==> src/inc/pg_seq_pkg.sv <==
// shared constants and types for the power-good sequencer
package pg_seq_pkg;
	localparam int unsigned NUM_OUTPUTS = 4;
	localparam int unsigned CLK_MHZ = 125;
	localparam int unsigned INTERVAL_W = 24;
	// default stage delay in microseconds, as a cycle count
	localparam int unsigned STAGE_DELAY_US = 100;
	localparam logic [INTERVAL_W-1:0] STAGE_DELAY_CYCLES =
		INTERVAL_W'(STAGE_DELAY_US * CLK_MHZ);
	localparam logic [NUM_OUTPUTS-1:0] OUT_RESET = 4'hf;
	localparam logic [NUM_OUTPUTS-1:0] OE_RESET = 4'hf;

	// start conditions from the supervisory side
	typedef struct packed {
		logic gate_full;      // gate drive at full level
		logic drain_low;      // drain monitor below threshold
		logic fault_clear;    // fault clear asserted (active high here)
		logic forced_shutdown_n;
		logic shutdown_timer_done;
		logic card_detect_1_n;
		logic card_detect_2_n;
		logic card_detect_req;
	} start_cond_t;

	typedef struct packed {
		logic chain_enable_a;
		logic chain_enable_b;
		logic chain_enable_c;
	} chain_en_t;

	typedef enum logic [1:0] {
		SEQ_IDLE,
		SEQ_RUN
	} seq_state_t;
endpackage : pg_seq_pkg

==> src/rtl/sync_2ff.sv <==
// two flip-flop synchroniser for a vector of pin levels
`timescale 1ns/1ns
`default_nettype none
module sync_2ff #(
	parameter int unsigned W = 1,
	parameter logic [W-1:0] INIT = '0
) (
	input wire logic ref_clk,  // system clock
	input wire logic rst,      // synchronous reset
	input wire logic [W-1:0] d, // asynchronous level
	output logic [W-1:0] q     // synchronised level
);
	logic [W-1:0] meta_r;
	logic [W-1:0] meta_nxt;
	logic [W-1:0] q_nxt;

	// next values
	always_comb begin
		meta_nxt = rst ? INIT : d;
		q_nxt = rst ? INIT : meta_r;
	end

	// registers
	always_ff @(posedge ref_clk) begin
		meta_r <= meta_nxt;
		q <= q_nxt;
	end
endmodule : sync_2ff
`default_nettype wire

==> src/rtl/stage_timer.sv <==
// reloadable down counter that measures one stage delay
`timescale 1ns/1ns
`default_nettype none
module stage_timer
	import pg_seq_pkg::*;
(
	input wire logic ref_clk,  // system clock
	input wire logic rst,      // synchronous reset
	input wire logic start,    // restart the interval
	input wire logic hold,     // stop and clear
	input wire logic [pg_seq_pkg::INTERVAL_W-1:0] interval, // cycles
	output logic done          // one-cycle pulse at expiry
);
	logic [INTERVAL_W-1:0] cnt_r;
	logic [INTERVAL_W-1:0] cnt_nxt;
	logic run_r;
	logic run_nxt;
	logic done_nxt;

	// count down from the interval, pulse at the last cycle
	always_comb begin
		cnt_nxt = cnt_r;
		run_nxt = run_r;
		done_nxt = 1'b0;
		if (rst || hold) begin
			cnt_nxt = '0;
			run_nxt = 1'b0;
		end else if (start) begin
			cnt_nxt = (interval == '0) ? INTERVAL_W'(1) : interval;
			run_nxt = 1'b1;
		end else if (run_r) begin
			if (cnt_r <= INTERVAL_W'(1)) begin
				run_nxt = 1'b0;
				done_nxt = 1'b1;
			end else begin
				cnt_nxt = cnt_r - INTERVAL_W'(1);
			end
		end
	end

	// registers
	always_ff @(posedge ref_clk) begin
		cnt_r <= cnt_nxt;
		run_r <= run_nxt;
		done <= done_nxt;
	end
endmodule : stage_timer
`default_nettype wire

==> src/rtl/power_good_sequencer.sv <==
// four-stage open-drain power-good sequencer with cascaded enables
// Contract
// - first output asserts at once when conditions hold
// - later outputs follow predecessor by stage delay
// - enable a low releases outputs two to four
// - enable a high: output two after delay
// - enable b low releases outputs three, four
// - enable b high: output three after delay
// - enable c low releases output four
// - enable c high: output four after delay
// - outputs open-drain, active low, no pull-up
// - unconnected enables read as high
// - lower enable overrides all later stages
// - fault clear releases all outputs
// - forced shutdown after timer kills everything
// - optional card detect gating of start
`timescale 1ns/1ns
`default_nettype none
module power_good_sequencer
	import pg_seq_pkg::*;
(
	input wire logic ref_clk,  // 125 MHz system clock
	input wire logic rst,      // synchronous reset, active high
	input wire pg_seq_pkg::start_cond_t start_in, // supervisory pins
	input wire pg_seq_pkg::chain_en_t chain_in,   // chain enable pins
	input wire logic [pg_seq_pkg::INTERVAL_W-1:0] stage_delay, // cycles
	output logic gate_drive,        // gate drive enable
	output logic supply_ok_1_n,     // pin output value, always low
	output logic supply_ok_2_n,     // pin output value, always low
	output logic supply_ok_3_n,     // pin output value, always low
	output logic supply_ok_4_n,     // pin output value, always low
	output logic [3:0] supply_ok_oe_n, // low drives pin n+1 low
	output logic [3:0] seq_state    // asserted stages, bit 0 first
);
	start_cond_t st_s;
	chain_en_t ch_s;
	seq_state_t state_r;
	seq_state_t state_nxt;
	logic [NUM_OUTPUTS-1:0] on_r;
	logic [NUM_OUTPUTS-1:0] on_nxt;
	logic [NUM_OUTPUTS-1:0] allow;
	logic [NUM_OUTPUTS-1:0] allow_r; // enables as seen one cycle ago
	logic start_ok;
	logic shut;
	logic timer_start;
	logic timer_done;
	logic [1:0] stage_r;
	logic [1:0] stage_nxt;
	logic gate_nxt;
	logic [3:0] oe_n_nxt;

	// pins pass two flip-flops before use
	sync_2ff #(.W($bits(start_cond_t)), .INIT('0)) u_sync_start (
		.ref_clk(ref_clk),
		.rst(rst),
		.d(start_in),
		.q(st_s)
	);

	sync_2ff #(.W($bits(chain_en_t)), .INIT('1)) u_sync_chain (
		.ref_clk(ref_clk),
		.rst(rst),
		.d(chain_in),
		.q(ch_s)
	);

	stage_timer u_timer (
		.ref_clk(ref_clk),
		.rst(rst),
		.start(timer_start),
		.hold(~start_ok),
		.interval(stage_delay),
		.done(timer_done)
	);

	// shutdown and card detect gating of the start conditions
	always_comb begin
		shut = ~st_s.forced_shutdown_n & st_s.shutdown_timer_done;
		// gate full and drain below threshold
		start_ok = st_s.gate_full & st_s.drain_low;
		start_ok = start_ok & ~st_s.fault_clear & ~shut;
		if (st_s.card_detect_req)
			start_ok = start_ok & ~st_s.card_detect_1_n &
				~st_s.card_detect_2_n;
	end

	// cascade: each enable covers all later stages
	always_comb begin
		allow[0] = 1'b1;
		// enable a gates stages two to four
		allow[1] = ch_s.chain_enable_a;
		// enable b gates stages three, four
		allow[2] = ch_s.chain_enable_a & ch_s.chain_enable_b;
		allow[3] = allow[2] & ch_s.chain_enable_c;
	end

	// sequence state and stage outputs
	always_comb begin
		state_nxt = state_r;
		on_nxt = on_r & allow;
		stage_nxt = stage_r;
		timer_start = 1'b0;
		unique case (state_r)
			SEQ_IDLE: begin
				on_nxt = '0;
				stage_nxt = 2'h0;
				if (start_ok) begin
					on_nxt = 4'h1;
					state_nxt = SEQ_RUN;
					timer_start = allow[1];
				end
			end
			SEQ_RUN: begin
				if (!start_ok) begin
					// release all, restart at stage one
					on_nxt = '0;
					state_nxt = SEQ_IDLE;
				end else begin
					// step to next stage on delay expiry
					if (timer_done && allow[stage_r + 2'h1] &&
						stage_r != 2'h3) begin
						on_nxt[stage_r + 2'h1] = 1'b1;
						stage_nxt = stage_r + 2'h1;
					end
					// a released stage rewinds the chain to the last stage still allowed
					if (!allow[stage_r]) begin
						if (!allow[1])
							stage_nxt = 2'h0;
						else if (!allow[2])
							stage_nxt = 2'h1;
						else
							stage_nxt = 2'h2;
					end
					// re-arm delay when next stage held
					// a restored enable restarts the delay too, else
					// the idle timer would leave the chain stuck
					if (stage_nxt != 2'h3 && allow[stage_nxt + 2'h1] &&
						!on_nxt[stage_nxt + 2'h1] &&
						(stage_nxt != stage_r || timer_done ||
						!allow_r[stage_nxt + 2'h1] ||
						!allow[stage_r + 2'h1] ||
						!on_r[stage_nxt]))
						timer_start = 1'b1;
				end
			end
		endcase
		if (rst) begin
			state_nxt = SEQ_IDLE;
			on_nxt = '0;
			stage_nxt = 2'h0;
		end
	end

	// open drain: drive low when on, else float
	always_comb begin
		gate_nxt = start_ok & ~rst;
		oe_n_nxt = rst ? OE_RESET : ~on_nxt;
	end

	// registers
	always_ff @(posedge ref_clk) begin
		state_r <= state_nxt;
		on_r <= on_nxt;
		stage_r <= stage_nxt;
		allow_r <= rst ? '1 : allow;
		gate_drive <= gate_nxt;
		supply_ok_oe_n <= oe_n_nxt;
		seq_state <= on_nxt;
		supply_ok_1_n <= 1'b0;
		supply_ok_2_n <= 1'b0;
		supply_ok_3_n <= 1'b0;
		supply_ok_4_n <= 1'b0;
	end
endmodule : power_good_sequencer
`default_nettype wire

==> config.mk <==
export PLATFORM = sky130hd
export DESIGN_NAME = power_good_sequencer
export DESIGN_NICKNAME = d
export VERILOG_FILES = /design/src/inc/pg_seq_pkg.sv /design/src/rtl/sync_2ff.sv /design/src/rtl/stage_timer.sv /design/src/rtl/power_good_sequencer.sv
export SDC_FILE = /design/constraint.sdc
export NUM_CORES = 1
export LEC_CHECK = 0
export BUFFER_PORTS_ARGS = -buffer_cell sky130_fd_sc_hd__buf_2
export CAP_MARGIN = 20
export CORE_MARGIN = 2
export CORE_UTILIZATION = 44
export CTS_BUF_LIST = sky130_fd_sc_hd__clkbuf_8
export DETAILED_ROUTE_END_ITERATION = 10
export SYNTH_ARGS = -nofsm -noshare
export SYNTH_HDL_FRONTEND = slang
export SYNTH_SLANG_ARGS = --single-unit
==> constraint.sdc <==
create_clock -name ref_clk -period 6.7 [get_ports ref_clk]
set_clock_uncertainty 0.2 [all_clocks]
set_input_delay 1.34 -clock ref_clk [delete_from_list [all_inputs] [get_ports ref_clk]]
set_output_delay 1.34 -clock ref_clk [all_outputs]
set_load 0.03 [all_outputs]
* Yosys cells after proc, flatten, opt, wreduce, memory -nomap -nowiden
Cells that the tools add are included.
W data, S select, Z words.
** Operators by class
- Reductions and logical operators :: 21
- Magnitude comparators :: 6
- Equality and inequality tests :: 8
- $add $sub $neg :: 3
- Bitwise logic cells :: 20
- Multiplexer cells :: 45
** Operator list (count)
- $mux W24 :: 4
- $le A24 B1 Y1 const B :: 1
- $logic_not A24 Y1 :: 1
- $sub A24 B1 Y24 const B :: 1
- $mux W4 :: 5
- $mux W2 :: 9
- $mux W1 :: 16
- $bmux W1 S2 :: 6
- $lt A2 B3 Y1 const B :: 4
- $ne A2 B2 Y1 const B :: 6
- $and A1 B1 Y1 :: 9
- $not A1 Y1 :: 8
- $pmux W2 S2 :: 2
- $pmux W4 S2 :: 1
- $logic_and A1 B1 Y1 :: 6
- $logic_or A1 B1 Y1 :: 5
- $add A2 B1 Y2 const B :: 2
- $and A4 B4 Y4 :: 1
- $logic_not A1 Y1 :: 4
- $not A4 Y4 :: 1
- $or A4 B4 Y4 :: 1
- $reduce_and A2 Y1 :: 2
- $reduce_or A3 Y1 :: 1
- $demux W1 S2 :: 1
- other kinds (6) :: 6
** Storage, ports and cells
- Register bits :: 64
- Word-level logic and storage cells :: 116
- Input bits :: 37
- Output and inout port bits :: 13

* Depth between registers and ports, before layout
Gate-level depths: netlist of the first run.
- Word-level depth :: 23
- Mapped depth :: 14
- Depth with buffers taken out :: 12

* By module
From an unflattened synthesis of the first run, not the netlist that was laid out.
** Second synthesis, totals
- Cells, all modules :: 379
- Area total of the unflattened synthesis :: 3423.3 um^2
** Modules (own cells, without submodules)
- stage_timer :: cells an instance 202, instances 1, area each 1695.4 um^2
- power_good_sequencer :: cells an instance 132, instances 1, area each 1106.1 um^2
- sync_2ff at u_sync_start :: cells an instance 33, instances 1, area each 464.2 um^2
- sync_2ff at u_sync_chain :: cells an instance 12, instances 1, area each 157.7 um^2

* Worst setup path after synthesis of the first run
OpenSTA, ideal clock, no wires.
- Path kind :: register to register
- Start :: reg stage_r[1]
- End :: reg u_timer.cnt_r[1]
- Data arrival time :: 3.212 ns
- Cell stages (with the launch flop) :: 15
- Period minus slack after synthesis :: 3.484 ns
- Slack :: 3.216 ns
- Buffers on the path :: 2
- Cell sequence :: dfxtp_1 -> inv_1 -> ha_1 -> a21boi_2 -> o21ai_1 -> a211oi_2 -> ha_1 -> nor2b_1 -> o311ai_1 -> o21ai_1 -> a221o_1 -> o2111ai_2 -> buf_6 -> buf_12 -> mux2i_1
** Between the ends
- Cells in the longest elaborated chain, start to end :: 22
- Elaborated cells between the ends (all ways) :: 50
- Classes of those cells :: add/sub: 2; order compare: 2; eq/ne: 4; mux: 25; bitwise: 1; reduce/logical: 16
** RTL lines
- start, declared :: line power_good_sequencer.sv:47 : logic [1:0] stage_r;
- start signal, assigned :: line power_good_sequencer.sv:164 : stage_r <= stage_nxt;
- $add A2 B1 Y2
- $bmux W1 S2 :: line power_good_sequencer.sv:120, power_good_sequencer.sv:141
- $mux W1 (implied by the code) :: line power_good_sequencer.sv:120, power_good_sequencer.sv:141
- $logic_and A1 B1 Y1 (2 in a row) :: line power_good_sequencer.sv:120 : if (timer_done && allow[stage_r + 2'h1] &&
- $mux W2 :: line power_good_sequencer.sv:120
- $mux W2 :: line power_good_sequencer.sv:126 : if (!allow[stage_r]) begin
- $mux W2 :: line power_good_sequencer.sv:114 : if (!start_ok) begin
- $mux W2 :: line power_good_sequencer.sv:103 : unique case (state_r)
- [... 5 more ...]
- $logic_or A1 B1 Y1 :: line power_good_sequencer.sv:140 : !allow_r[stage_nxt + 2'h1] ||
- $logic_or A1 B1 Y1 :: line power_good_sequencer.sv:141 : !allow[stage_r + 2'h1] ||
- $logic_and A1 B1 Y1 * :: line power_good_sequencer.sv:138 : !on_nxt[stage_nxt + 2'h1] &&
- $mux W1 * :: line power_good_sequencer.sv:137 : if (stage_nxt != 2'h3 && allow[stage_nxt + 2'h1] &&
- $mux W1 * :: line power_good_sequencer.sv:114
- $pmux W1 S2 * :: line power_good_sequencer.sv:103
- $ne A2 B2 Y1 (no line) / $reduce_bool A2 Y1 (equally long branches)
- $reduce_and A2 Y1 (no line)
- end signal, assigned :: line stage_timer.sv:43 : cnt_r <= cnt_nxt;
- end, declared :: line stage_timer.sv:14 : logic [INTERVAL_W-1:0] cnt_r;
Every way passes the cells marked *; elsewhere a longest branch is shown, timed or not. The select of a mux whose other input is x is not followed.
A chain may end at the register's enable or synchronous reset.

* Worst setup path in the final report of the first run
- Start :: reg stage_r[0]
- End :: reg u_timer.cnt_r[3]
Same word-level chain as after synthesis.

==> results of run 1 <==
sequential cells by signal, indices dropped and copies added (netlist names), 2 cells and up:
register,flops
allow_r,3
u_sync_start.meta_r,8
supply_ok_oe_n,4
u_timer.cnt_r,24
u_sync_chain.meta_r,3
stage_r,2
u_sync_start.q,8
u_sync_chain.q,3
on_r,4
placed cells by master, fill, tap and decap left out, types with 3 or more instances in the layout:
cell type                  netlist  final
sky130_fd_sc_hd__a21o_1          4      4
sky130_fd_sc_hd__a21oi_1         8      8
sky130_fd_sc_hd__buf_2           4     45
sky130_fd_sc_hd__clkbuf_8        0      9
sky130_fd_sc_hd__conb_1          1      4
sky130_fd_sc_hd__dfxtp_1        63     63
sky130_fd_sc_hd__ha_1            9      9
sky130_fd_sc_hd__inv_1          11     11
sky130_fd_sc_hd__inv_6           0      4
sky130_fd_sc_hd__mux2i_1        26     26
sky130_fd_sc_hd__nand2_1        60     60
sky130_fd_sc_hd__nand2b_1        6      6
sky130_fd_sc_hd__nand3_1        11     11
sky130_fd_sc_hd__nand4_1         7      7
sky130_fd_sc_hd__nor2_1         22     21
sky130_fd_sc_hd__nor2b_1        21     21
sky130_fd_sc_hd__nor3_1         10     10
sky130_fd_sc_hd__nor3b_1         3      3
sky130_fd_sc_hd__nor4_1         14     14
sky130_fd_sc_hd__o21ai_0         6      6
sky130_fd_sc_hd__o21ai_1         3      3
sky130_fd_sc_hd__or2_2           7      7
sky130_fd_sc_hd__xnor2_1         5      5
sky130_fd_sc_hd__xor2_1         15     15
cells in the mapped netlist, types with 2 or more instances:
| master | instances |
|---|---|
| sky130_fd_sc_hd__clkbuf_1 | 9 |
| sky130_fd_sc_hd__xor2_1 | 15 |
| sky130_fd_sc_hd__a21oi_1 | 8 |
| sky130_fd_sc_hd__nand3_1 | 11 |
| sky130_fd_sc_hd__or4_1 | 2 |
| sky130_fd_sc_hd__xnor2_1 | 5 |
| sky130_fd_sc_hd__or3_1 | 2 |
| sky130_fd_sc_hd__nand4b_1 | 2 |
| sky130_fd_sc_hd__nand2_1 | 60 |
| sky130_fd_sc_hd__nor3_1 | 10 |
| sky130_fd_sc_hd__nand2b_1 | 6 |
| sky130_fd_sc_hd__and4_1 | 2 |
| sky130_fd_sc_hd__nor2b_1 | 21 |
| sky130_fd_sc_hd__nor2_1 | 22 |
| sky130_fd_sc_hd__nor4_1 | 14 |
| sky130_fd_sc_hd__nor3b_1 | 3 |
| sky130_fd_sc_hd__ha_1 | 9 |
| sky130_fd_sc_hd__dfxtp_1 | 63 |
| sky130_fd_sc_hd__mux2i_1 | 26 |
| sky130_fd_sc_hd__buf_12 | 2 |
| sky130_fd_sc_hd__buf_2 | 4 |
| sky130_fd_sc_hd__o21ai_0 | 6 |
| sky130_fd_sc_hd__inv_1 | 11 |
| sky130_fd_sc_hd__buf_4 | 5 |
| sky130_fd_sc_hd__a21o_1 | 4 |
| sky130_fd_sc_hd__or2_2 | 7 |
| sky130_fd_sc_hd__o21ai_1 | 3 |
| sky130_fd_sc_hd__nand4_1 | 7 |
| sky130_fd_sc_hd__a22oi_1 | 2 |
| sky130_fd_sc_hd__a21boi_1 | 2 |
path summary, 6_finish.rpt:
path | startpoint | endpoint | cells after the start
worst max-delay path | stage_r[0] | u_timer.cnt_r[3] | 13
worst max register to register | stage_r[0] | u_timer.cnt_r[3] | 13
worst min-delay path | u_sync_chain.meta_r[0] | u_sync_chain.q[0] | 1
worst min register to register | u_sync_chain.meta_r[0] | u_sync_chain.q[0] | 1
layer usage:
| layer | wire length (um) | vias up | track usage [%] |
|---|---|---|---|
| met4 | 134 | 0 | 6.538 |
| met2 | 3075 | 70 | 26.69 |
| met5 | 0 | - | 0 |
| met3 | 320 | 11 | 4.526 |
| li1 | - | 1362 | - |
| met1 | 3510 | 1230 | 25.00 |
report_power, final:
group / total (uW) / internal, uW / leakage, uW / switching [uW]
clock network: 317 / 143 / 0.0000931 / 174
logic: 46.2 / 21.4 / 0.00106 / 24.8
registers: 391 / 383 / 0.000513 / 8.14
worst register-to-register path: stages, from the launching register on:
cell and delay (ps):
sky130_fd_sc_hd__dfxtp_1 660, sky130_fd_sc_hd__inv_1 190, sky130_fd_sc_hd__ha_1 390, sky130_fd_sc_hd__a21boi_2 230
sky130_fd_sc_hd__o21ai_1 110, sky130_fd_sc_hd__a211oi_2 500, sky130_fd_sc_hd__ha_1 370, sky130_fd_sc_hd__nor2b_1 160
sky130_fd_sc_hd__o311ai_1 70, sky130_fd_sc_hd__o21ai_1 110, sky130_fd_sc_hd__a221o_1 400, sky130_fd_sc_hd__o2111ai_4 500
sky130_fd_sc_hd__buf_16 250, sky130_fd_sc_hd__mux2i_1 200
cells by family (layout without fill, tap and decap cells):
family,after synthesis,after routing,share of synthesized area [%]
AND/OR/NAND/NOR,179,179,29.20
multiplexers,26,26,7.960
adder cells (fa/ha/maj),9,9,3.444
buffers and inverters,32,74,5.626
other,1,4,0.1147
AO/OA/AOI/OAI,43,43,9.721
XOR/XNOR,20,20,5.358
flip-flops,63,63,38.58
layout make-up:
class | count | area [um^2] | area share, %
Inverter | 11 | 41.29 | 1.102
Clock inverter | 7 | 62.56 | 1.669
Tap cell | 99 | 123.9 | 3.306
Multi-Input combinational cell | 281 | 1854 | 49.48
Clock buffer | 9 | 123.9 | 3.306
Sequential cell | 63 | 1261 | 33.66
Timing Repair Buffer | 47 | 280.3 | 7.479
through the flow:
stage / hold slack, ps / utilization, % / cell area [um^2] / instances
floorplan: 189.5 / - / 3281 / 376
global placement: 192.6 / 48.60 / 3506 / 499
detailed placement: 193.2 / 48.60 / 3506 / 499
CTS: 217.9 / 51.18 / 3692 / 515
global route: 227.5 / 51.94 / 3747 / 517
finish: 214.1 / 51.94 / 3747 / 517
==> implementation parameters, run 1 <==
Parameter                              Value

Synth
  Yosys top cell by area    sky130_fd_sc_hd__dfxtp_1
  Main flop type after synthesis    sky130_fd_sc_hd__dfxtp_1
  Most area-consuming cells after synthesis    sky130_fd_sc_hd__dfxtp_1 (39%), sky130_fd_sc_hd__mux2i_1 (8.0%), sky130_fd_sc_hd__nand2_1 (6.9%), sky130_fd_sc_hd__nor2b_1 (4.0%), sky130_fd_sc_hd__xor2_1 (4.0%)
  Synthesized flop and latch total    63
  FFs w/ async S/R, synth    0%
  Sequential-to-total area share from yosys stat    38.58%
  Top cell type's share of synthesized area    about two fifths
  Synthesized cell area    0.003269 mm^2
  Post-Syn Instances    373
  Synth Warn #    0
  EDFF count, synth    0
  Library cells used by synthesis    60
  Mean cell area of the mapped netlist    8.765 um^2

Setup path
  Worst-case register-to-register setup slack    2300 ps
  Worst setup path class    flip-flop to flip-flop
  Crit. End Element    flip-flop
  CP Buf/Inv Count    2
  Type of origin of the critical path    flip-flop
  Max stage delay on crit path    ~660 ps
  Cell Chain, Critical Path    inv_1 -> ha_1 -> a21boi_2 -> o21ai_1 -> a211oi_2 -> ha_1 -> nor2b_1 -> o311ai_1 -> o21ai_1 -> a221o_1 -> o2111ai_4 -> buf_16 -> mux2i_1
  Worst path top cell family by delay    compound AO/OA/AOI/OAI gates
  Required time reported for the critical path endpoint    6770 ps
  Critical path arrival    4480 ps
  Critical Path Fanout Max    17
  Slowest library cell on the worst path    sky130_fd_sc_hd__dfxtp_1

Clocking
  Clock root buffer    sky130_fd_sc_hd__clkbuf_8
  Number of clock sinks seen by CTS    63
  Largest buffer count on any clock path    2
  TritonCTS Buffers    9
  CTS clock-pin slew for the worst setup and hold paths    80 ps
  Max H-tree Level    3
  Post-CTS Hold Buffers    0
  CTS tree    built
  Insertion delay of the later-clocked pin in the worst-skew pair    340 ps
  Number of post-CTS setup repair buffers    0
  Total of cells resized after clock tree synthesis    0

Global routing
  Grt ovf    0
  Number of antenna violations at the first check in global routing    0
  Via count of the first global-routing pass    2509
  First-pass GRT wire length    11780 um
  Maximum number of pins on one net before global-route repair    54
  Total GRT Usage    between 15 and 20%

Floorplanning
  Die extent in y    around 90 um
  Area of the die    0.008136 mm^2
  Site Rows    31
  Initial core utilization    45.32%
  I/O pin count    50
  Core footprint    0.007214 mm^2
  Chip width    90.20 um

Cells and area
  Ratio of cells with drive above 1 in the final layout    19.86%
  Diodes inserted    0
  Relative area change from synthesis to final layout    14.62%
  Total Nets Final    between 400 and 500
  Layout fillers    712

Timing
  Peak clock frequency supported by timing    227.0 MHz
  Period Utilization, post-route    65.74%
  Max Transition Viols Final    0
  Crit path setup slack, layout    2295 ps
  Setup tns final    0 ps
  Setup repair after global routing missed its margin    false
  Final setup violating endpoints    0
  Shortest clock period the worst path allows after layout    4405 ps
  Slew headroom    slightly above 60%
  Slew at the pin closest to its max-slew limit    588.2 ps
  Final Hold Violating Endpoints    0

Drt
  DRC violation count after routing    0
  Ratio of routed vias to standard cells    slightly above 5
  Post-detailed-route count of antenna-violating nets    0
  Number of search-and-repair iterations in the first detailed-routing pass    5
  DRT Wirelength    7041 um
  Routed vias    2673
  Wire length per cell after detailed routing    about 14 um
  Starting DRT DRC Count    120

Worst hold path
  Path category of the worst min-delay check    flip-flop to flip-flop

Power
  Maximum resistive drop on vdd    around 0.11 mV
  LEAKAGE    0.001664 uW
  Power density of the placed cells    201.2 mW/mm^2
  Total power after layout    753.9 uW

Run status
  Status    completed

Job
  Number of maximum-capacitance violations    0

Place
  Sum of net half-perimeters after detailed placement    4903 um
  # port buffers    45
  Routability congestion estimate from global placement    0.9226
  Worst slack after detailed placement    2058 ps
No activity file was read; power rests on OpenSTA's default activity.
==> run 2, diff against run 1 <==
PLACE_DENSITY = 0.67   (was default)
clock period = 3.6 ns   (was 6.7 ns; I/O delays follow)
==> run 2 against run 1 <==
Effect of this change:
- core utilization grew 0.43 points
- via count is essentially flat
- sequential cell count is the same
- cell count grew 1.2%
- maximum frequency grew 29%
- wire length shrank 3.9%
- clock power grew 91%
- critical endpoint is now u_timer.cnt_r[6]
==> implementation parameters, run 2 (synthesis results as in run 1) <==
Parameter                              Value

Run status
  Status    completed

Clocking
  TritonCTS Buffers    9
  Post-CTS Hold Buffers    0
  CTS tree    built
  Clock root buffer    sky130_fd_sc_hd__clkbuf_8
  Number of post-CTS setup repair buffers    0
  Number of clock sinks seen by CTS    63
  Max H-tree Level    3
  Insertion delay of the later-clocked pin in the worst-skew pair    340 ps
  Total of cells resized after clock tree synthesis    0
  CTS clock-pin slew for the worst setup and hold paths    70 ps
  Largest buffer count on any clock path    2

Floorplanning
  Initial core utilization    45.32%
  Site Rows    31
  Die extent in y    90.20 um
  Chip width    90.20 um
  Core footprint    slightly above 0.007 mm^2
  Area of the die    0.008136 mm^2
  I/O pin count    50

Job
  Number of maximum-capacitance violations    0

Cells and area
  Largest registers    u_timer.cnt_r (24), u_sync_start.meta_r (8), u_sync_start.q (8)
  Layout fillers    714
  Number of flip-flops in the largest register    24
  Most flop-heavy register    u_timer.cnt_r
  Relative area change from synthesis to final layout    15.58%
  Most frequent cells in the layout    sky130_fd_sc_hd__dfxtp_1 (63), sky130_fd_sc_hd__nand2_1 (60), sky130_fd_sc_hd__buf_2 (45)
  Non-filler cells, final    523
  Diodes inserted    0
  Ratio of cells with drive above 1 in the final layout    20.52%
  Total Nets Final    465
  Commonest non-fill, non-tap cell in the layout    sky130_fd_sc_hd__dfxtp_1

Worst hold path
  Path category of the worst min-delay check    flip-flop to flip-flop
  Cells on Worst Hold Path    1

Drt
  Number of search-and-repair iterations in the first detailed-routing pass    4
  Post-detailed-route count of antenna-violating nets    0
  DRT Wirelength    around 6800 um
  DRC violation count after routing    0
  Routed vias    2674
  Ratio of routed vias to standard cells    5.113
  Wire length per cell after detailed routing    12.94 um
  Starting DRT DRC Count    133

Power
  Maximum resistive drop on vdd    0.2028 mV
  Power density of the placed cells    between 300 and 400 mW/mm^2
  LEAKAGE    0.001697 uW

Global routing
  Maximum number of pins on one net before global-route repair    53
  Via count of the first global-routing pass    ~2500
  Total GRT Usage    approximately 17%
  Grt ovf    0
  Number of antenna violations at the first check in global routing    0
  First-pass GRT wire length    11540 um

Timing
  Slew headroom    about three fifths
  Period Utilization, post-route    94.52%
  Slew at the pin closest to its max-slew limit    roughly 600 ps
  Peak clock frequency supported by timing    between 200 and 300 MHz
  Final setup violating endpoints    0
  Final Hold Violating Endpoints    0
  Shortest clock period the worst path allows after layout    approximately 3400 ps
  Worst hold slack across all endpoints    211.0 ps
  Max Transition Viols Final    0
  Setup repair after global routing missed its margin    false
  Setup tns final    0 ps

Place
  Routability congestion estimate from global placement    0.9061
  Sum of net half-perimeters after detailed placement    between 4000 and 5000 um
  # port buffers    45
  Number of placed cells counting well taps    507

Setup path
  Worst-case register-to-register setup slack    roughly 200 ps
  Cell seen most often among critical-path stages    sky130_fd_sc_hd__ha_1
  Crit. End Element    flip-flop
  Cell Chain, Critical Path    inv_1 -> ha_1 -> nand4b_1 -> a2bb2o_1 -> a21oi_1 -> ha_1 -> nor2b_1 -> o311ai_1 -> o21ai_1 -> a221o_1 -> o2111ai_4 -> buf_12 -> mux2i_1
  Slowest library cell on the worst path    sky130_fd_sc_hd__a221o_1
  Required time reported for the critical path endpoint    3660 ps
  Length in cells of the worst reg-to-reg path    13
  Type of origin of the critical path    flip-flop
  Critical path arrival    3460 ps
  Worst setup path class    flip-flop to flip-flop
  Max stage delay on crit path    390 ps
  Critical Path Fanout Max    26
[run 2: worst paths after layout]
check                                             from           endpoint
worst min-delay path            u_sync_chain.meta_r[2]  u_sync_chain.q[2]
worst min register to register  u_sync_chain.meta_r[2]  u_sync_chain.q[2]
worst max register to register              stage_r[0]   u_timer.cnt_r[6]
worst max-delay path                        stage_r[0]   u_timer.cnt_r[6]
[run 2: cell type report]
type	count	area (um^2)	area share, %
flip-flops and latches	63	1261	33.38
inverters	11	41.29	1.093
multi-input cells	281	1854	49.07
well taps	99	123.9	3.278
repair buffers	53	297.8	7.881
clock inverters	6	62.56	1.656
clock buffers	10	137.6	3.642
[run 2: power breakdown]
part	switching (uW)	total (uW)	internal, uW
combinational	45.9	85.8	39.9
sequential	14.0	727	713
clock	271	607	336
total	331	1420	1090
[run 2: per-layer routing]
layer,track usage [%],wire length [um],vias to the layer above
li1,-,-,1374
met1,23.23,3216,1221
met2,26.75,3113,66
met3,3.940,316,13
met4,7.308,122,0
met5,0,0,-
[run 2: worst max-delay path: cells and delay by family (launching register included)]
kind            cells  cell delay, ps
buf+inv             2             320
fa+ha+maj           2             700
flops               1             340
simple gates        2             270
compound gates      6            1290
mux                 1             200
[run 2: through the flow]
| step | util, % | cell area (um^2) | total power [uW] | worst slack, ps |
|---|---|---|---|---|
| CTS | 52.38 | 3779 | 1435 | 212.6 |
| detailed placement | 49.60 | 3578 | 828.5 | 234.1 |
| global route | 52.38 | 3779 | 1478 | 0.1250 |
| global placement | 49.60 | 3578 | 827.9 | 238.0 |
| finish | 52.38 | 3779 | 1419 | 197.3 |
| floorplan | - | 3281 | 795.0 | 116.3 |
==> run 3, diff against run 2 <==
GPL_TIMING_DRIVEN = 0   (was default)
PLACE_DENSITY = default   (was 0.67)
clock period = 3.7 ns   (was 3.6 ns; I/O delays follow)
==> run 3 against run 2 <==
Effect of this change:
- register-to-register slack about the same
- wire length grew 5.5%
- combinational power up 2.3%
- critical path depth increased by 1
- clock-buffer cell count down 1
- cell count grew 3.3%
- sequential share of layout area is 1.1 points lower
- non-clock buffer count increased by 17
- global-route usage up 1.3 points
- maximum frequency shrank 3.0%
- sequential power decreased by 3.2%
- critical path type unchanged
==> implementation parameters, run 3 (synthesis results as in run 1) <==
Parameter                              Value

Timing
  Max Transition Viols Final    0
  Crit path setup slack, layout    around 190 ps
  Slew headroom    63.22%
  Slew at the pin closest to its max-slew limit    551.7 ps
  Shortest clock period the worst path allows after layout    3508 ps
  Period Utilization, post-route    94.80%
  Final Hold Violating Endpoints    0
  Peak clock frequency supported by timing    285.1 MHz
  Final setup violating endpoints    0

Cells and area
  Relative area change from synthesis to final layout    19.82%
  Commonest non-fill, non-tap cell in the layout    sky130_fd_sc_hd__dfxtp_1
  Area taken by multi-input logic gates    0.001883 mm^2
  Largest registers    u_timer.cnt_r (24), u_sync_start.meta_r (8), u_sync_start.q (8)
  Layout Cell Area excl Fill    0.003918 mm^2
  Diodes inserted    0
  Number of flip-flops in the largest register    24
  Ratio of cells with drive above 1 in the final layout    23.13%
  Total Nets Final    482
  Most frequent cells in the layout    sky130_fd_sc_hd__dfxtp_1 (61), sky130_fd_sc_hd__nand2_1 (60), sky130_fd_sc_hd__buf_2 (49)
  Storage element area    ~0.0013 mm^2
  Layout fillers    732
  Most flop-heavy register    u_timer.cnt_r
  Post-Route Utilization    between 50% and 60%

Place
  # port buffers    45
  Post-DP Area    ~0.0036 mm^2
  Sum of net half-perimeters after detailed placement    5240 um
  Worst slack after detailed placement    -335.3 ps
  Routability congestion estimate from global placement    0.9050

Floorplanning
  Area of the die    0.008136 mm^2
  Initial core utilization    45.32%
  Die extent in y    90.20 um
  Site Rows    31
  Core footprint    0.007214 mm^2
  Chip width    90.20 um
  I/O pin count    50

Setup path
  Cell Chain, Critical Path    inv_1 -> ha_4 -> a21boi_4 -> o21ai_1 -> a211oi_4 -> ha_4 -> nor2b_1 -> o311ai_1 -> o21ai_1 -> a221o_1 -> o2111ai_2 -> buf_6 -> buf_12 -> mux2i_1
  Max stage delay on crit path    approximately 400 ps
  Crit Reg-Reg Startpoint    stage_r[1]
  Critical path startpoint    stage_r[1]
  Critical Path Fanout Max    10
  Reg-to-reg endpoint    u_timer.cnt_r[23]
  Slowest library cell on the worst path    sky130_fd_sc_hd__dfxtp_4
  CP Buf/Inv Count    3
  Worst path top cell family by delay    compound AO/OA/AOI/OAI gates
  Crit. End Element    flip-flop
  Worst-case register-to-register setup slack    190 ps
  Type of origin of the critical path    flip-flop
  Required time reported for the critical path endpoint    3770 ps
  Worst setup path class    flip-flop to flip-flop
  Critical path arrival    3580 ps
  Length in cells of the worst reg-to-reg path    14

Global routing
  Grt ovf    0
  First-pass GRT wire length    roughly 12000 um
  Number of antenna violations at the first check in global routing    0
  Via count of the first global-routing pass    2602
  Total GRT Usage    18.55%
  Maximum number of pins on one net before global-route repair    14

Clocking
  Clock root buffer    sky130_fd_sc_hd__clkbuf_8
  CTS tree    built
  Number of clock sinks seen by CTS    63
  Insertion delay of the later-clocked pin in the worst-skew pair    between 300 and 400 ps
  CTS clock-pin slew for the worst setup and hold paths    around 80 ps
  TritonCTS Buffers    9
  Max H-tree Level    3
  Largest buffer count on any clock path    2
  Post-CTS Hold Buffers    0

Job
  Number of maximum-capacitance violations    0

Drt
  Starting DRT DRC Count    roughly 110
  DRT Wirelength    7140 um
  Routed vias    2725
  Wire length per cell after detailed routing    13.22 um
  Number of search-and-repair iterations in the first detailed-routing pass    4
  Ratio of routed vias to standard cells    5.046
  DRC violation count after routing    0
  Post-detailed-route count of antenna-violating nets    0

Power
  Maximum resistive drop on vdd    between 0.2 and 0.3 mV
  LEAKAGE    0.001733 uW
  Power density of the placed cells    358.7 mW/mm^2

Worst hold path
  Path category of the worst min-delay check    flip-flop to flip-flop
  Destination of the worst hold path    u_sync_chain.q[2]
  Startpoint of the worst hold path    u_sync_chain.meta_r[2]
  Cells on Worst Hold Path    1

Run status
  Status    completed
-- run 3: cell types whose count changed in the layout (fill, tap and decap cells not counted), moves of 2 or more --
cell                         before  now
sky130_fd_sc_hd__clkinvlp_4       1    3
sky130_fd_sc_hd__ha_1             9    7
sky130_fd_sc_hd__clkbuf_1         0    9
sky130_fd_sc_hd__buf_4            7    9
sky130_fd_sc_hd__a21oi_2          0    2
sky130_fd_sc_hd__a21oi_1          8    6
sky130_fd_sc_hd__inv_1           13   11
sky130_fd_sc_hd__ha_4             0    2
sky130_fd_sc_hd__dfxtp_1         63   61
sky130_fd_sc_hd__buf_2           45   49
-- run 3: metrics by stage --
stage	power, uW	hold slack (ps)	setup TNS [ps]	instances
floorplan	773.5	189.5	0	376
CTS	1424	221.9	0	537
global route	1468	239.1	-1.922	540
global placement	807.8	191.1	-7089	520
detailed placement	807.5	195.7	-7355	520
finish	1405	219.7	0	540
-- run 3: what timing repair did --
action	4_1_cts	5_1_grt
endpoints found under the setup margin	26	26
buffers inserted	1	3
pin swaps	1	0
hold endpoints to repair	0	0
resized for setup	4	6
-- run 3: worst max-delay path by stage --
stage / slack (ps) / depth (start not counted) / to
after floorplan: 220 / 14 / u_timer.cnt_r[1]
after global routing: -2 / 14 / u_timer.cnt_r[11]
after global placement: -320 / 14 / u_timer.cnt_r[1]
after detailed placement: -340 / 14 / u_timer.cnt_r[14]
after CTS: 30 / 14 / u_timer.cnt_r[23]
final: 190 / 14 / u_timer.cnt_r[23]
-- run 3: metal layers --
layer | vias to the layer above | routed length, um | global-route usage, %
met5 | - | 0 | 0
met4 | 0 | 98 | 5.769
met3 | 8 | 354 | 5.700
met2 | 66 | 3023 | 27.57
met1 | 1237 | 3663 | 25.77
li1 | 1414 | - | -
-- run 3: layout make-up --
cell class	instances	share of cell area (%)
inverter	11	1.054
sequential	63	32.32
multi-input combinational	281	48.07
clock buffer	9	3.162
clock inverter	7	2.076
tap	99	3.162
buffer	21	3.641
timing repair buffer	49	6.515
-- run 3: power breakdown --
| group | internal (uW) | switching (uW) |
|---|---|---|
| sequential | 693 | 11.7 |
| clock | 319 | 294 |
| combinational | 42.8 | 45.0 |
| total | 1050 | 351 |
-- run 3: worst register-to-register path, stage by stage, from the launching register on --
cell and delay (ps):
sky130_fd_sc_hd__dfxtp_4 410, sky130_fd_sc_hd__inv_1 150, sky130_fd_sc_hd__ha_4 330, sky130_fd_sc_hd__a21boi_4 210
sky130_fd_sc_hd__o21ai_1 130, sky130_fd_sc_hd__a211oi_4 340, sky130_fd_sc_hd__ha_4 260, sky130_fd_sc_hd__nor2b_1 130
sky130_fd_sc_hd__o311ai_1 90, sky130_fd_sc_hd__o21ai_1 110, sky130_fd_sc_hd__a221o_1 370, sky130_fd_sc_hd__o2111ai_2 210
sky130_fd_sc_hd__buf_6 160, sky130_fd_sc_hd__buf_12 150, sky130_fd_sc_hd__mux2i_1 190
